$ cat src/shared/bsf_pkg.sv
// Purpose: Shared types and constants for the bit, shift and flag datapath
// Assumes: 8-bit data, 8-bit status register, 5-bit I/O address space
// Notes: Operation codes are internal to the core decoder and datapath
package bsf_pkg;

  // Data and I/O address widths
  localparam int DATA_W = 8;
  localparam int IO_ADDR_W = 5;

  // Status register bit positions
  localparam int FLAG_C = 0;
  localparam int FLAG_Z = 1;
  localparam int FLAG_N = 2;
  localparam int FLAG_V = 3;
  localparam int FLAG_S = 4;
  localparam int FLAG_H = 5;
  localparam int FLAG_T = 6;
  localparam int FLAG_I = 7;

  // Reset values
  localparam logic [7:0] STATUS_RESET = 8'h00;
  localparam logic [7:0] DATA_RESET = 8'h00;

  // Issue cycle counts
  localparam int IO_BIT_CYCLES = 2;
  localparam int SINGLE_CYCLES = 1;

  // Operations executed by this datapath
  typedef enum logic [4:0] {
    no_operation_op,
    io_bit_set_op,
    io_bit_clear_op,
    logical_left_shift_op,
    logical_right_shift_op,
    rotate_left_carry_op,
    rotate_right_carry_op,
    arith_right_shift_op,
    nibble_swap_op,
    bit_to_transfer_op,
    transfer_to_bit_op,
    flag_index_set_op,
    flag_index_clear_op,
    carry_set_op,
    carry_clear_op,
    negative_set_op,
    negative_clear_op,
    zero_set_op,
    zero_clear_op,
    global_irq_enable_op,
    global_irq_disable_op,
    sign_flag_set_op,
    sign_flag_clear_op,
    overflow_set_op,
    overflow_clear_op,
    transfer_set_op,
    transfer_clear_op,
    half_carry_set_op,
    half_carry_clear_op,
    sleep_op,
    watchdog_restart_op
  } op_t;

  // One issued instruction
  typedef struct packed {
    op_t op;
    logic [2:0] bit_sel;
    logic [IO_ADDR_W-1:0] io_addr;
    logic [DATA_W-1:0] operand;
  } instr_t;

  // Register write-back towards the register file
  typedef struct packed {
    logic wr_en;
    logic [DATA_W-1:0] data;
  } reg_wb_t;

  // I/O read-modify-write request
  typedef struct packed {
    logic wr_en;
    logic [IO_ADDR_W-1:0] addr;
    logic [DATA_W-1:0] data;
  } io_wb_t;

  // One-hot mask for a bit index, used by several units
  function automatic logic [7:0] bit_mask(input logic [2:0] idx);
    bit_mask = 8'h01 << idx;
  endfunction : bit_mask

endpackage : bsf_pkg

$ cat src/hw/shift_unit.sv
// Purpose: Combinational shift, rotate and swap with flag results
// Assumes: Old carry is the current status carry bit
// Notes: Flags for ops outside this unit are don't-care and ignored upstream
module shift_unit
  import bsf_pkg::*;
(
  input wire op_t op,
  input wire logic [7:0] din,
  input wire logic carry_in,
  output logic [7:0] dout,
  output logic c_out,
  output logic z_out,
  output logic n_out,
  output logic v_out,
  output logic s_out
);

  // Result and carry selection
  always_comb begin
    dout = din;
    c_out = carry_in;
    case (op)
      logical_left_shift_op: begin
        dout = {din[6:0], 1'b0};
        c_out = din[7];
      end
      logical_right_shift_op: begin
        dout = {1'b0, din[7:1]};
        c_out = din[0];
      end
      rotate_left_carry_op: begin
        dout = {din[6:0], carry_in};
        c_out = din[7];
      end
      rotate_right_carry_op: begin
        dout = {carry_in, din[7:1]};
        c_out = din[0];
      end
      arith_right_shift_op: begin
        // Sign bit kept in place
        dout = {din[7], din[7:1]};
        c_out = din[0];
      end
      nibble_swap_op: begin
        dout = {din[3:0], din[7:4]};
      end
      default: begin
        dout = din;
      end
    endcase
  end

  // Shift flags: V is N xor C after the shift, S is N xor V
  always_comb begin
    z_out = (dout == 8'h00);
    n_out = dout[7];
    v_out = n_out ^ c_out;
    s_out = n_out ^ v_out;
  end

endmodule : shift_unit

$ cat src/hw/bit_unit.sv
// Purpose: Single-bit set, clear and insert on a byte
// Assumes: Bit index already decoded by the caller's instruction
// Notes: Purely combinational
module bit_unit
  import bsf_pkg::*;
(
  input wire logic [7:0] din,
  input wire logic [2:0] idx,
  input wire logic value,
  output logic [7:0] dout,
  output logic picked
);

  // Insert value at idx, pass the rest
  always_comb begin
    dout = value ? (din | bit_mask(idx)) : (din & ~bit_mask(idx));
    picked = |(din & bit_mask(idx));
  end

endmodule : bit_unit

$ cat src/hw/bit_shift_flag_datapath.sv
// Purpose: Execution datapath for bit, shift, rotate and flag instructions
// Assumes: Decoder holds instr stable while issue_ready is low
// Notes: I/O bit ops are read-modify-write over two cycles
//////////////////////////////////////////////////////////////////////////////
module bit_shift_flag_datapath
  import bsf_pkg::*;
(
  input wire logic clk_sys,
  input wire logic reset_n,
  input wire logic issue_valid,
  input wire instr_t instr,
  input wire logic [7:0] io_rdata,
  output logic issue_ready,
  output logic [IO_ADDR_W-1:0] io_raddr,
  output io_wb_t io_wb,
  output reg_wb_t reg_wb,
  output logic [7:0] status_q,
  output logic sleep_req,
  output logic wdt_restart
);

  //////////////////////////////////////////////////////////////////////////////
  // Reset release through two flops
  logic rst_s1_q;
  logic rst_n_q;

  always_ff @(posedge clk_sys or negedge reset_n) begin
    if (!reset_n) begin
      rst_s1_q <= 1'b0;
      rst_n_q <= 1'b0;
    end else begin
      rst_s1_q <= 1'b1;
      rst_n_q <= rst_s1_q;
    end
  end

  //////////////////////////////////////////////////////////////////////////////
  // Sequencer for the two-cycle I/O bit ops
  typedef enum logic [0:0] {ST_IDLE, ST_IO_WRITE} seq_t;
  seq_t state_q;
  seq_t state_d;

  // An I/O bit op is accepted in IDLE and written in the second cycle
  logic io_op;
  logic take;
  assign io_op = (instr.op == io_bit_set_op) || (instr.op == io_bit_clear_op);
  assign take = issue_valid && (state_q == ST_IDLE);

  // Next-state decision
  always_comb begin
    state_d = state_q;
    case (state_q)
      ST_IDLE: begin
        if (take && io_op) begin
          state_d = ST_IO_WRITE;
        end
      end
      ST_IO_WRITE: begin
        state_d = ST_IDLE;
      end
      default: begin
        state_d = ST_IDLE;
      end
    endcase
  end

  // Decoder may issue again once the write cycle ends
  assign issue_ready = (state_q == ST_IDLE) && !(issue_valid && io_op);

  //////////////////////////////////////////////////////////////////////////////
  // Shift and bit units
  logic [7:0] sh_dout;
  logic sh_c;
  logic sh_z;
  logic sh_n;
  logic sh_v;
  logic sh_s;

  shift_unit u_shift (
    .op(instr.op),
    .din(instr.operand),
    .carry_in(status_q[FLAG_C]),
    .dout(sh_dout),
    .c_out(sh_c),
    .z_out(sh_z),
    .n_out(sh_n),
    .v_out(sh_v),
    .s_out(sh_s)
  );

  // Register side serves insert; I/O side serves set/clear
  logic [7:0] bit_dout;
  logic bit_picked;
  logic [7:0] io_dout;
  logic io_latched_set_q;
  logic io_latched_set_d;
  logic [2:0] io_bit_q;
  logic [2:0] io_bit_d;
  logic [IO_ADDR_W-1:0] io_addr_q;
  logic [IO_ADDR_W-1:0] io_addr_d;

  bit_unit u_reg_bit (
    .din(instr.operand),
    .idx(instr.bit_sel),
    .value(status_q[FLAG_T]),
    .dout(bit_dout),
    .picked(bit_picked)
  );

  bit_unit u_io_bit (
    .din(io_rdata),
    .idx(io_bit_q),
    .value(io_latched_set_q),
    .dout(io_dout),
    .picked()
  );

  // Read address: live in IDLE, held during the write cycle
  assign io_raddr = (state_q == ST_IDLE) ? instr.io_addr : io_addr_q;

  //////////////////////////////////////////////////////////////////////////////
  // Status, write-back and pulse next values
  logic [7:0] status_d;
  reg_wb_t reg_wb_d;
  io_wb_t io_wb_d;
  logic sleep_d;
  logic wdt_d;

  always_comb begin
    status_d = status_q;
    reg_wb_d = '0;
    io_wb_d = '0;
    sleep_d = 1'b0;
    wdt_d = 1'b0;
    io_bit_d = io_bit_q;
    io_addr_d = io_addr_q;
    io_latched_set_d = io_latched_set_q;
    if (state_q == ST_IO_WRITE) begin
      // Second cycle: write the modified byte, flags untouched
      io_wb_d.wr_en = 1'b1;
      io_wb_d.addr = io_addr_q;
      io_wb_d.data = io_dout;
    end else if (take) begin
      case (instr.op)
        io_bit_set_op, io_bit_clear_op: begin
          // Capture target; value is applied next cycle
          io_bit_d = instr.bit_sel;
          io_addr_d = instr.io_addr;
          io_latched_set_d = (instr.op == io_bit_set_op);
        end
        logical_left_shift_op, logical_right_shift_op, arith_right_shift_op,
        rotate_left_carry_op, rotate_right_carry_op: begin
          reg_wb_d.wr_en = 1'b1;
          reg_wb_d.data = sh_dout;
          status_d[FLAG_C] = sh_c;
          status_d[FLAG_Z] = sh_z;
          status_d[FLAG_N] = sh_n;
          status_d[FLAG_V] = sh_v;
          status_d[FLAG_S] = sh_s;
        end
        nibble_swap_op: begin
          reg_wb_d.wr_en = 1'b1;
          reg_wb_d.data = sh_dout;
        end
        bit_to_transfer_op: begin
          status_d[FLAG_T] = bit_picked;
        end
        transfer_to_bit_op: begin
          reg_wb_d.wr_en = 1'b1;
          reg_wb_d.data = bit_dout;
        end
        flag_index_set_op: status_d = status_q | bit_mask(instr.bit_sel);
        flag_index_clear_op: status_d = status_q & ~bit_mask(instr.bit_sel);
        carry_set_op: status_d[FLAG_C] = 1'b1;
        carry_clear_op: status_d[FLAG_C] = 1'b0;
        negative_set_op: status_d[FLAG_N] = 1'b1;
        negative_clear_op: status_d[FLAG_N] = 1'b0;
        zero_set_op: status_d[FLAG_Z] = 1'b1;
        zero_clear_op: status_d[FLAG_Z] = 1'b0;
        overflow_set_op: status_d[FLAG_V] = 1'b1;
        overflow_clear_op: status_d[FLAG_V] = 1'b0;
        half_carry_set_op: status_d[FLAG_H] = 1'b1;
        half_carry_clear_op: status_d[FLAG_H] = 1'b0;
        transfer_set_op: status_d[FLAG_T] = 1'b1;
        transfer_clear_op: status_d[FLAG_T] = 1'b0;
        sign_flag_set_op: status_d[FLAG_S] = 1'b1;
        sign_flag_clear_op: status_d[FLAG_S] = 1'b0;
        global_irq_enable_op: status_d[FLAG_I] = 1'b1;
        global_irq_disable_op: status_d[FLAG_I] = 1'b0;
        sleep_op: sleep_d = 1'b1;
        watchdog_restart_op: wdt_d = 1'b1;
        default: begin
          // No-op and unknown: nothing changes
          status_d = status_q;
        end
      endcase
    end
  end

  // Register all state; outputs other than issue_ready and io_raddr come straight from flops
  always_ff @(posedge clk_sys or negedge rst_n_q) begin
    if (!rst_n_q) begin
      state_q <= ST_IDLE;
      status_q <= STATUS_RESET;
      reg_wb <= '0;
      io_wb <= '0;
      sleep_req <= 1'b0;
      wdt_restart <= 1'b0;
      io_bit_q <= 3'h0;
      io_addr_q <= '0;
      io_latched_set_q <= 1'b0;
    end else begin
      state_q <= state_d;
      status_q <= status_d;
      reg_wb <= reg_wb_d;
      io_wb <= io_wb_d;
      sleep_req <= sleep_d;
      wdt_restart <= wdt_d;
      io_bit_q <= io_bit_d;
      io_addr_q <= io_addr_d;
      io_latched_set_q <= io_latched_set_d;
    end
  end

  //////////////////////////////////////////////////////////////////////////////
  // Checks
  // Sleep issue seen by the checks; back-to-back sleeps keep the request high
  logic sleep_take;
  assign sleep_take = take && (instr.op == sleep_op);
endmodule : bit_shift_flag_datapath

$ cat config.mk
export PLATFORM = sky130hd
export DESIGN_NAME = bit_shift_flag_datapath
export DESIGN_NICKNAME = d
export VERILOG_FILES = /design/src/shared/bsf_pkg.sv /design/src/hw/shift_unit.sv /design/src/hw/bit_unit.sv /design/src/hw/bit_shift_flag_datapath.sv
export SDC_FILE = /design/constraint.sdc
export NUM_CORES = 1
export LEC_CHECK = 0
export BUFFER_PORTS_ARGS = -buffer_cell sky130_fd_sc_hd__buf_2
export CAP_MARGIN = 20
export CORE_UTILIZATION = 58
export DETAILED_ROUTE_END_ITERATION = 8
export PLACE_DENSITY = 0.85
export RECOVER_POWER = 100
export SETUP_SLACK_MARGIN = 0.1
export SLEW_MARGIN = 15
export SYNTH_ARGS = -nofsm -noshare
export SYNTH_HDL_FRONTEND = slang
export SYNTH_SLANG_ARGS = --single-unit
$ cat constraint.sdc
create_clock -name clk_sys -period 2.25 [get_ports clk_sys]
set_clock_uncertainty 0.05 [all_clocks]
set_input_delay 0.675 -clock clk_sys [delete_from_list [all_inputs] [get_ports clk_sys]]
set_output_delay 0.675 -clock clk_sys [all_outputs]
set_load 0.02 [all_outputs]
Word level (Yosys, flattened, before mapping)
Cells that the tools add are included.
Widths: inputs -> output; s select.
{"block": "totals", "register_bits": 45, "inputBits": 32, "out_inout_bits": 39}
{"block": "op_classes", "eq_ne": 30, "shift": 2, "n_mux": 25, "bitwise_logic": 12, "n_reduce_logical": 30}
{"operator": "$eq 5x5->1 const B", "n": 15}
{"operator": "$pmux 8 s6", "n": 1}
{"operator": "$eq 5x4->1 const B", "n": 8}
{"operator": "$and 8x8->8", "n": 4}
{"operator": "$pmux 1 s5", "n": 6}
{"operator": "$reduce_bool 5->1", "n": 6}
{"operator": "$reduce_and 3->1", "n": 9}
{"operator": "$or 8x8->8", "n": 3}
{"operator": "$eq 5x3->1 const B", "n": 4}
{"operator": "$mux 9", "n": 2}
{"operator": "$pmux 9 s2", "n": 1}
{"operator": "$mux 8", "n": 2}
{"operator": "$not 8->8", "n": 2}
{"operator": "$shl 1x3->8 const A", "n": 2}
{"operator": "$mux 14", "n": 1}
{"operator": "$eq 5x2->1 const B", "n": 2}
{"operator": "$logic_not 8->1", "n": 1}
{"operator": "$pmux 1 s4", "n": 2}
{"operator": "$reduce_bool 4->1", "n": 2}
{"operator": "$reduce_or 8->1", "n": 1}
{"operator": "$mux 1", "n": 7}
{"operator": "$reduce_or 6->1", "n": 1}
{"operator": "$eq 5x1->1 const B", "n": 1}
{"operator": "$mux 5", "n": 1}
{"operator": "other kinds (9)", "n": 15}

Logic depth before layout (Yosys ltp)
Gate-level depths: netlist of run 1.
{"block": "depth", "word_depth": 7, "depth_mapped": 8, "ltp_nobuf": 5}

Cells and area by module
From an unflattened synthesis of run 1, not the netlist that was laid out.
{"block": "unflattened", "hier_cells": 373, "area_unflattened_um2": 3539.6}
{"module": "bit_shift_flag_datapath", "instances": 1, "cells_each": 258, "area_per_inst_um2": 2576.2, "seq_area_each_um2": 1126.1}
{"module": "shift_unit", "instances": 1, "cells_each": 71, "area_per_inst_um2": 508.0, "seq_area_each_um2": 0.0}
{"module": "bit_unit", "instances": 2, "cells_each": 22, "area_per_inst_um2": 227.7, "seq_area_each_um2": 0.0}

Worst setup path before layout of run 1
Ideal clock, no wire load.
{"block": "synth_timing", "path_kind": "input port to flip-flop", "start": "input instr[18] (netlist bit)", "end": "register status_q[1]", "setup_time_ns": 0.103, "t_arrival_ns": 2.175, "required_time_ns": 2.097, "path_slack_ns": -0.078, "stages": 7, "n_path_buf": 2, "path_cell_list": "buf_2 nor2b_1 and2_4 buf_6 a222oi_1 or4b_1 o41ai_2"}
{"block": "synth_between", "elab_chain_cells": 4}
{"element": "from (decl)", "line": "bit_shift_flag_datapath.sv:11", "source": "input wire instr_t instr,"}
{"element": "$eq 5x4->1, or another cell as far along", "line": "shift_unit.sv:22", "source": "case (op)"}
{"element": "$pmux 8 s6 / $reduce_or 5->1 (equally long branches)"}
{"element": "$logic_not 8->1 / $reduce_bool 5->1 (equally long branches)"}
{"element": "$pmux 1 s5 / $reduce_and 3->1 (equally long branches)"}
{"element": "to (signal assigned)", "line": "bit_shift_flag_datapath.sv:214", "source": "status_q <= status_d;"}
{"element": "to (decl)", "line": "bit_shift_flag_datapath.sv:17", "source": "output logic [7:0] status_q,"}
Several ways; a longest one is shown, not always the timed one.
A chain may end at the register's enable or synchronous reset.

Final worst setup path of run 1
{"block": "layout_timing", "start": "input instr[18] (netlist bit)", "end": "output issue_ready"}
{"block": "layout_between", "elab_chain_cells": 5}
{"element": "$eq 5x1->1 / $eq 5x2->1 (equally long branches)", "line": "bit_shift_flag_datapath.sv:46", "source": "assign io_op = (instr.op == io_bit_set_op) || (instr.op == io_bit_clear_op);"}
{"element": "$logic_or 1x1->1 *", "line": "bit_shift_flag_datapath.sv:46"}
{"element": "$logic_and 1x1->1 *", "line": "bit_shift_flag_datapath.sv:68", "source": "assign issue_ready = (state_q == ST_IDLE) && !(issue_valid && io_op);"}
{"element": "$logic_not 1->1 *", "line": "bit_shift_flag_datapath.sv:68"}
{"element": "$logic_and 1x1->1 *", "line": "bit_shift_flag_datapath.sv:68"}
{"element": "to (decl)", "line": "bit_shift_flag_datapath.sv:13", "source": "output logic issue_ready,"}
Every way passes the cells marked *; elsewhere a longest branch is shown, timed or not.

==> impl_results.md, run 1 <==
- Clock buffer count from CTS: 5
- Routed vias/inst: 6.29
- Leak pwr: 0.00171 µW
- Die ar.: 0.00540 mm²
- Initial DRC count: 381
- Final worst path period need: 2.29 ns
- Crit path max fanout: 12
- Clk sinks: 45
- GRT Resource Usage Total: 36.8%
- Slew headroom: -17.2%
- Commonest cells after routing, fill and taps aside: buf_4 (58), dfrtp_1 (45), clkbuf_1 (41), buf_2 (30), nand2_1 (26)
- Critical Path Start Type: input port
- Post-synth ARST share: 100%
- Synth top area share: 38.0%
- N_diodes: 0
- Synth area leaders: dfrtp_1 (38%), mux2_2 (8.4%), mux2i_1 (3.4%)
- Layout cells sized above 1: around a third
- Critical Setup Path Class: input port to primary output
- RePlAce Congestion: ~1.0
- TritonRoute pass-1 iters: 7
- Sequential area share after synthesis: 38.0%
- CTS Buffer Depth: 2
- DR WL/cell: 19.8 µm
- Final nets: 467
- Initial Util: 61.6%
- Syn Nets: 352
- Worst min path class: input port to asynchronous set/reset pin
- Flops & latches, synth: 45
- Synth Cell Area: ~0.003 mm²
- Mux cell area share after synthesis: 11.7%
- Grt total ovfl: 0
- Hold-fix buffers, CTS: 0
- Initial antenna violation count: 0
- Worst Path Required: 1.52 ns
- Endpoints failing setup: 1
- Cell row count: 25
- Top Metal Used: met4
- Top_reg_cell synth: dfrtp_1
- Routed wire length: 9970 µm
- Number of synthesized flops with an enable pin: 0
- Core area: 0.00482 mm²
- Synth Area in Compound Gates: around a fifth
- Root Driver: clkbuf_8
- Final count of pins violating max slew: 44
- Clock slew at reported path FFs: 0.10 ns
- Synthesized area per cell: 9.27 µm²
- Post-DP HPWL: 7170 µm
- Synth-to-layout area growth: 31.0%
- Failing checks: capacitance limit, slew limit, setup timing
- Metal3 WL: 960 µm
- Global-route wire length before repair: 14600 µm
- Post-route antenna net violation count: 0
- Peak VDD IR: 0.000342 V
- Final Hold Fails: 0
- Die height: roughly 74 µm
- RSZ-0062 raised after global routing: yes
- Die Wd: 73.5 µm
- Final Cell Area: 0.00388 mm²
- Final period utilization: 102%
- Xor/xnor share of the synthesized area: 1.73%
- PD cells: 573 mW/mm²
- TritonCTS clock tree: yes
- Placed cell area: 0.00374 mm²
- Crit path capture type: primary output
- Utilization after layout: 80.6%
- H-tree Lvls: 2
- Post-route DRC: 0
- Yosys cell types: 62
- Worst-skew pair later-pin latency: 0.31 ns
- IO Port Bufs: 70
- Synth Warn #: 0
- Status: finished with violations
- Via count: about 3200
- Commonest non-fill, non-tap cell in the layout: buf_4
- Post-synthesis simple-gate area fraction: 24.0%
- Max Freq: 438 MHz
- Adder-cell area share of the yosys netlist: 0%
- Pin count of the biggest net entering global routing: 44
- CP Launch Point: instr[18]
- Fillers: 350
- Critical Path AT: 1.56 ns
- R2r startpoint: state_q
- Slew @ Worst Pin: around 1.8 ns
- Setup ws final: -0.0355 ns
- WL met2: between 4000 and 5000 µm
- Ports: 71
- Combinational family with the most area after synthesis: simple AND/OR/NAND/NOR gates
- M1 WL: ~3900 µm
- Post-synthesis cell count: 320
- Yosys top cell by area: dfrtp_1
- Vias in the first global route: roughly 2900
- Max cap viols: 1
[per-stage QoR]
stage	instances	power [µW]	worst slack (ns)	hold slack (ns)	TNS, ns
2_1_floorplan	320	1410	0.0286	0.281	0
3_3_place_gp	490	1630	-0.193	0.294	-1.08
3_5_place_dp	490	1660	-0.224	0.307	-1.34
4_1_cts	499	2200	0.00711	0.0795	0
5_1_grt	503	2300	-0.0421	0.0873	-0.0673
6_report	503	2230	-0.0355	0.0838	-0.0355
[layout make-up]
| class | count | area (µm²) | area share [%] |
|---|---|---|---|
| timing repair buffer | 137 | 848 | 21.8 |
| clock buffer | 5 | 68.8 | 1.77 |
| inverter | 4 | 15.0 | 0.387 |
| tap | 67 | 83.8 | 2.16 |
| sequential | 45 | 1130 | 29.0 |
| clock inverter | 3 | 21.3 | 0.548 |
| multi-input combinational | 242 | 1720 | 44.3 |
[what timing repair did]
action	4_1_cts	5_1_grt
setup endpoints to repair	7	4
gates resized for setup	11	9
pin swaps	1	8
buffers inserted	1	4
[synth_stat cells (2+ instances only)]
library cell and instances:
buf_6 2, nor3_1 14, o21ai_0 18, clkbuf_1 16, a32oi_1 2, or2_2 3
nand3_1 9, mux2i_1 10, a22oi_1 3, o22ai_1 2, nand3b_1 5, xnor2_1 3
o2111ai_1 2, and2_1 9, a31oi_1 6, buf_2 6, nor2b_1 14, o211ai_1 2
nor2_1 12, and3b_1 3, inv_1 4, a21oi_1 16, dfrtp_1 45, o31ai_1 3
or4b_1 3, o21a_1 2, a222oi_1 6, nand2b_1 5, o32ai_1 2, a211oi_1 4
buf_4 3, nand2_1 26, nor4b_1 2, o221ai_1 2, mux2_2 22, buf_1 2
nor3b_1 7
[where the power goes]
group          switching (µW)  total (µW)  leakage [µW]  internal [µW]
registers                 130        1030      0.000590            895
clock network             325         546     0.0000445            221
logic                     354         655       0.00107            301
total                     809        2230       0.00171           1420
[sequential cells by signal (all words and copies together), names as in the netlist]
| name | count |
|---|---|
| io_addr_q | 5 |
| io_bit_q | 3 |
| io_latched_set_q | 1 |
| io_wb | 14 |
| reg_wb | 9 |
| rst_n_q | 1 |
| rst_s1_q | 1 |
| sleep_req | 1 |
| state_q | 1 |
| status_q | 8 |
| wdt_restart | 1 |
[logic make-up (layout without fill, tap and decap cells)]
| family | Yosys count | count (layout) |
|---|---|---|
| buf+inv | 33 | 149 |
| flops | 45 | 45 |
| compound gates | 82 | 82 |
| mux | 32 | 32 |
| xor+xnor | 5 | 5 |
| other cells | 1 | 1 |
| simple gates | 122 | 122 |
[worst max-delay path, stage by stage]
cell,delay [ns]
buf_4,0.18
buf_6,0.15
nor2_2,0.05
buf_4,0.15
a31oi_4,0.20
buf_6,0.14
[layer usage]
metal  up-vias  track usage (%)
met3        38             8.92
met5         -                0
met4         0             13.2
met2       224             59.1
li1       1407                -
met1      1496             48.1
[worst paths after layout]
| path | end | slack, ns | cells past startpoint |
|---|---|---|---|
| hold reg to reg | rst_n_q | 0.33 | 0 |
| max in group asynchronous | reg_wb[1] | 0.43 | 0 |
| hold / removal | rst_s1_q | 0.08 | 1 |
| setup / recovery | issue_ready | -0.04 | 6 |
| setup reg to reg | status_q[1] | 0.30 | 4 |
| min in group clk_sys | rst_n_q | 0.33 | 0 |
Power figures use the tool's default switching activity.
==> inputs of run 2 (changes only) <==
--- a/config.mk
+++ b/config.mk
@@ -11,7 +11,7 @@
 export DETAILED_ROUTE_END_ITERATION = 8
 export PLACE_DENSITY = 0.85
 export RECOVER_POWER = 100
-export SETUP_SLACK_MARGIN = 0.1
+export SETUP_SLACK_MARGIN = 0.3
 export SLEW_MARGIN = 15
 export SYNTH_ARGS = -nofsm -noshare
 export SYNTH_HDL_FRONTEND = slang
==> run 2 against run 1 <==
The run now ends clean; largest power group unchanged; die area is the same; first-iteration DRC count grew 23%; non-clock buffer count grew 14; sequential power is essentially flat; sequential share of layout area shrank 2.6 points; final area grew 9.9%.
==> impl_results.md, run 2 (synthesis results as in run 1) <==
- Worst min path class: input port to asynchronous set/reset pin
- Pwr Total: 2280 µW (+2.6%)
- TritonCTS clock tree: yes
- Part of the power in combinational logic: 33.6% (+4.2 points)
- PD cells: 535 mW/mm² (-6.6%)
- Initial Util: 61.6% (unchanged)
- Commonest non-fill, non-tap cell in the layout: buf_4
- Slowest CP cell: xor2_4
- Clock slew at reported path FFs: 0.08 ns (-0.02 ns)
- Final period utilization: 98.8% (-2.8 points)
- GRT Resource Usage Total: 38.1% (+1.3 points)
- Die height: 73.5 µm (unchanged)
- Place WS: -0.248 ns (-0.0235 ns)
- Clk pwr share: 22.0% (-2.5 points)
- Utilization after layout: 88.6% (+7.9 points)
- Die Wd: 73.5 µm (unchanged)
- Reg area: 0.00113 mm² (+0.11%)
- Max Freq: 450 MHz (+2.8%)
- Final worst path period need: 2.22 ns (-0.0619 ns)
- Final Hold Fails: 0 (unchanged)
- Global-route wire length before repair: 15300 µm (+4.9%)
- Die ar.: 0.00540 mm² (unchanged)
- Routed vias/inst: 6.69 (+6.4%)
- Crit path max fanout: 3 (-9)
- Pin count of the biggest net entering global routing: 26 (-41%)
- N_diodes: 0 (unchanged)
- Cell row count: 25 (unchanged)
- CP Launch Point: instr[17]
- Critical Setup Path Class: input port to primary output
- Grt total ovfl: 0 (unchanged)
- Max cap viols: 0 (-1)
- Final count of pins violating max slew: 0 (-100%)
- Clk sinks: 45 (unchanged)
- TritonRoute pass-1 iters: 7 (unchanged)
- Peak VDD IR: 0.000481 V (+41%)
- Biggest regs: io_wb x14, reg_wb x9, status_q x8
- Vias in the first global route: 2970 (+3.2%)
- Critical Path Start Type: input port
- Layout cells sized above 1: 39.6% (+6.1 points)
- Slew headroom: 49.9% (+67 points)
- Psw: 817 µW (+0.96%)
- Worst Path Required: 1.52 ns (about the same)
- DR WL/cell: 21.9 µm (+11%)
- Clock buffer count from CTS: 5 (unchanged)
- Core area: 0.00482 mm² (unchanged)
- Status: finished, final reports clean
- Crit-path cells: buf_12, buf_6, xor2_4, buf_12, a31oi_4, buf_6
- Sw Ratio: 35.8% (-0.58 points)
- Worst-skew pair later-pin latency: 0.30 ns (about the same)
- Routed wire length: 11300 µm (+14%)
- Crit path capture type: primary output
- Top reg by flops: io_wb
- Number of flip-flops under the largest register name: 14 (unchanged)
- Commonest cells after routing, fill and taps aside: buf_4 (52), dfrtp_1 (44), clkbuf_1 (39), buf_2 (29), nand2_1 (26)
- RePlAce Congestion: 1.01 (-3.5%)
- Multi-input logic area: 0.00186 mm² (+8.2%)
- Critical Path AT: 1.50 ns (-0.06 ns)
- R2r startpoint: state_q
- Leak pwr: 0.00185 µW (+8.5%)
- Crit-path max cell delay: 0.19 ns (about the same)
- Synth-to-layout area growth: 43.9%
- IO Port Bufs: 70 (unchanged)
- Root Driver: clkbuf_8
- Ports: 71 (unchanged)
- Setup ws final: 0.0264 ns (+0.0619 ns)
- Initial DRC count: 468 (+23%)
- RSZ-0062 raised after global routing: yes
- Post-route antenna net violation count: 0 (unchanged)
- Internal power: 1470 µW (+3.5%)
- H-tree Lvls: 2 (unchanged)
- Post-DP HPWL: 6740 µm (-6.0%)
- CTS Buffer Depth: 2 (unchanged)
- Initial antenna violation count: 0 (unchanged)
- Flop pwr share: 44.4% (-1.7 points)
- Final nets: 481 (+3.0%)
- Endpoints failing setup: 0 (-1)
- Slew @ Worst Pin: 0.752 ns (-1.01 ns)
- Post-route DRC: 0 (unchanged)
- Via count: 3460 (+9.3%)
- Fillers: 267 (-24%)
## run 2: cell count changes in the layout (fill, tap and decap cells not counted), moves of 2 or more
cell	change
a21oi_1	-3
buf_4	-6
a211oi_2	+2
a211oi_1	-2
a21oi_2	+3
nor3_4	+2
buf_12	+3
clkbuf_1	-2
buf_6	+18
nor3_1	-2
## run 2: worst paths after layout
kind | to | slack [ns] | cells past startpoint
max | issue_ready | 0.03 | 6
min | rst_s1_q | 0.1 | 1
min in group clk_sys | rst_n_q | 0.32 | 0
max reg2reg | status_q[1] | 0.20 | 6
min reg2reg | io_addr_q[2] | 0.26 | 0
max in group asynchronous | reg_wb[7] | 0.72 | 1
## run 2: power by group through the flow
| stage | logic (µW) | clock network [µW] | registers [µW] |
|---|---|---|---|
| floorplan | 421 | 0 | 1000 |
| global placement | 619 | 0 | 1010 |
| detailed placement | 634 | 0 | 1020 |
| CTS | 678 | 508 | 1000 |
| global route | 804 | 534 | 1030 |
| finish | 766 | 503 | 1010 |
## run 2: stage by stage
stage | area [µm²] | setup TNS, ns | hold slack, ns | std cells
6_report | 4270 | 0 | 0.0994 | 517
4_1_cts | 4070 | 0 | 0.0925 | 507
2_1_floorplan | 3040 | 0 | 0.281 | 320
3_3_place_gp | 3770 | -1.84 | 0.143 | 485
3_5_place_dp | 3770 | -2.53 | 0.162 | 485
5_1_grt | 4270 | 0 | 0.0990 | 517
## run 2: repair_timing
item,CTS,global route
resized for setup,24,41
setup buffers,14,9
setup endpoints to repair,21,26
cloned,0,1
hold endpoints to repair,0,0
hold buffers,0,0
pin swaps,7,11
## run 2: layout make-up
type | count | share of cell area [%]
repair buffers | 151 | 25.6
inverters | 4 | 0.352
flip-flops and latches | 45 | 26.4
clock inverters | 2 | 0.352
multi-input cells | 242 | 43.6
well taps | 67 | 1.96
clock buffers | 6 | 1.70
## run 2: worst max-delay path: cells and delay by family
family | cells | cell delay, ns
AOI/OAI and AO/OA | 1 | 0.13
buffers and inverters | 4 | 0.50
xor gates and xnor gates | 1 | 0.19
## run 2: metal layers
metal	vias up	GRT usage (%)	wire (µm)
li1	1439	-	-
met1	1602	52.3	4000
met2	318	60.6	5210
met3	101	6.04	1350
met4	0	14.5	757
met5	-	0	0
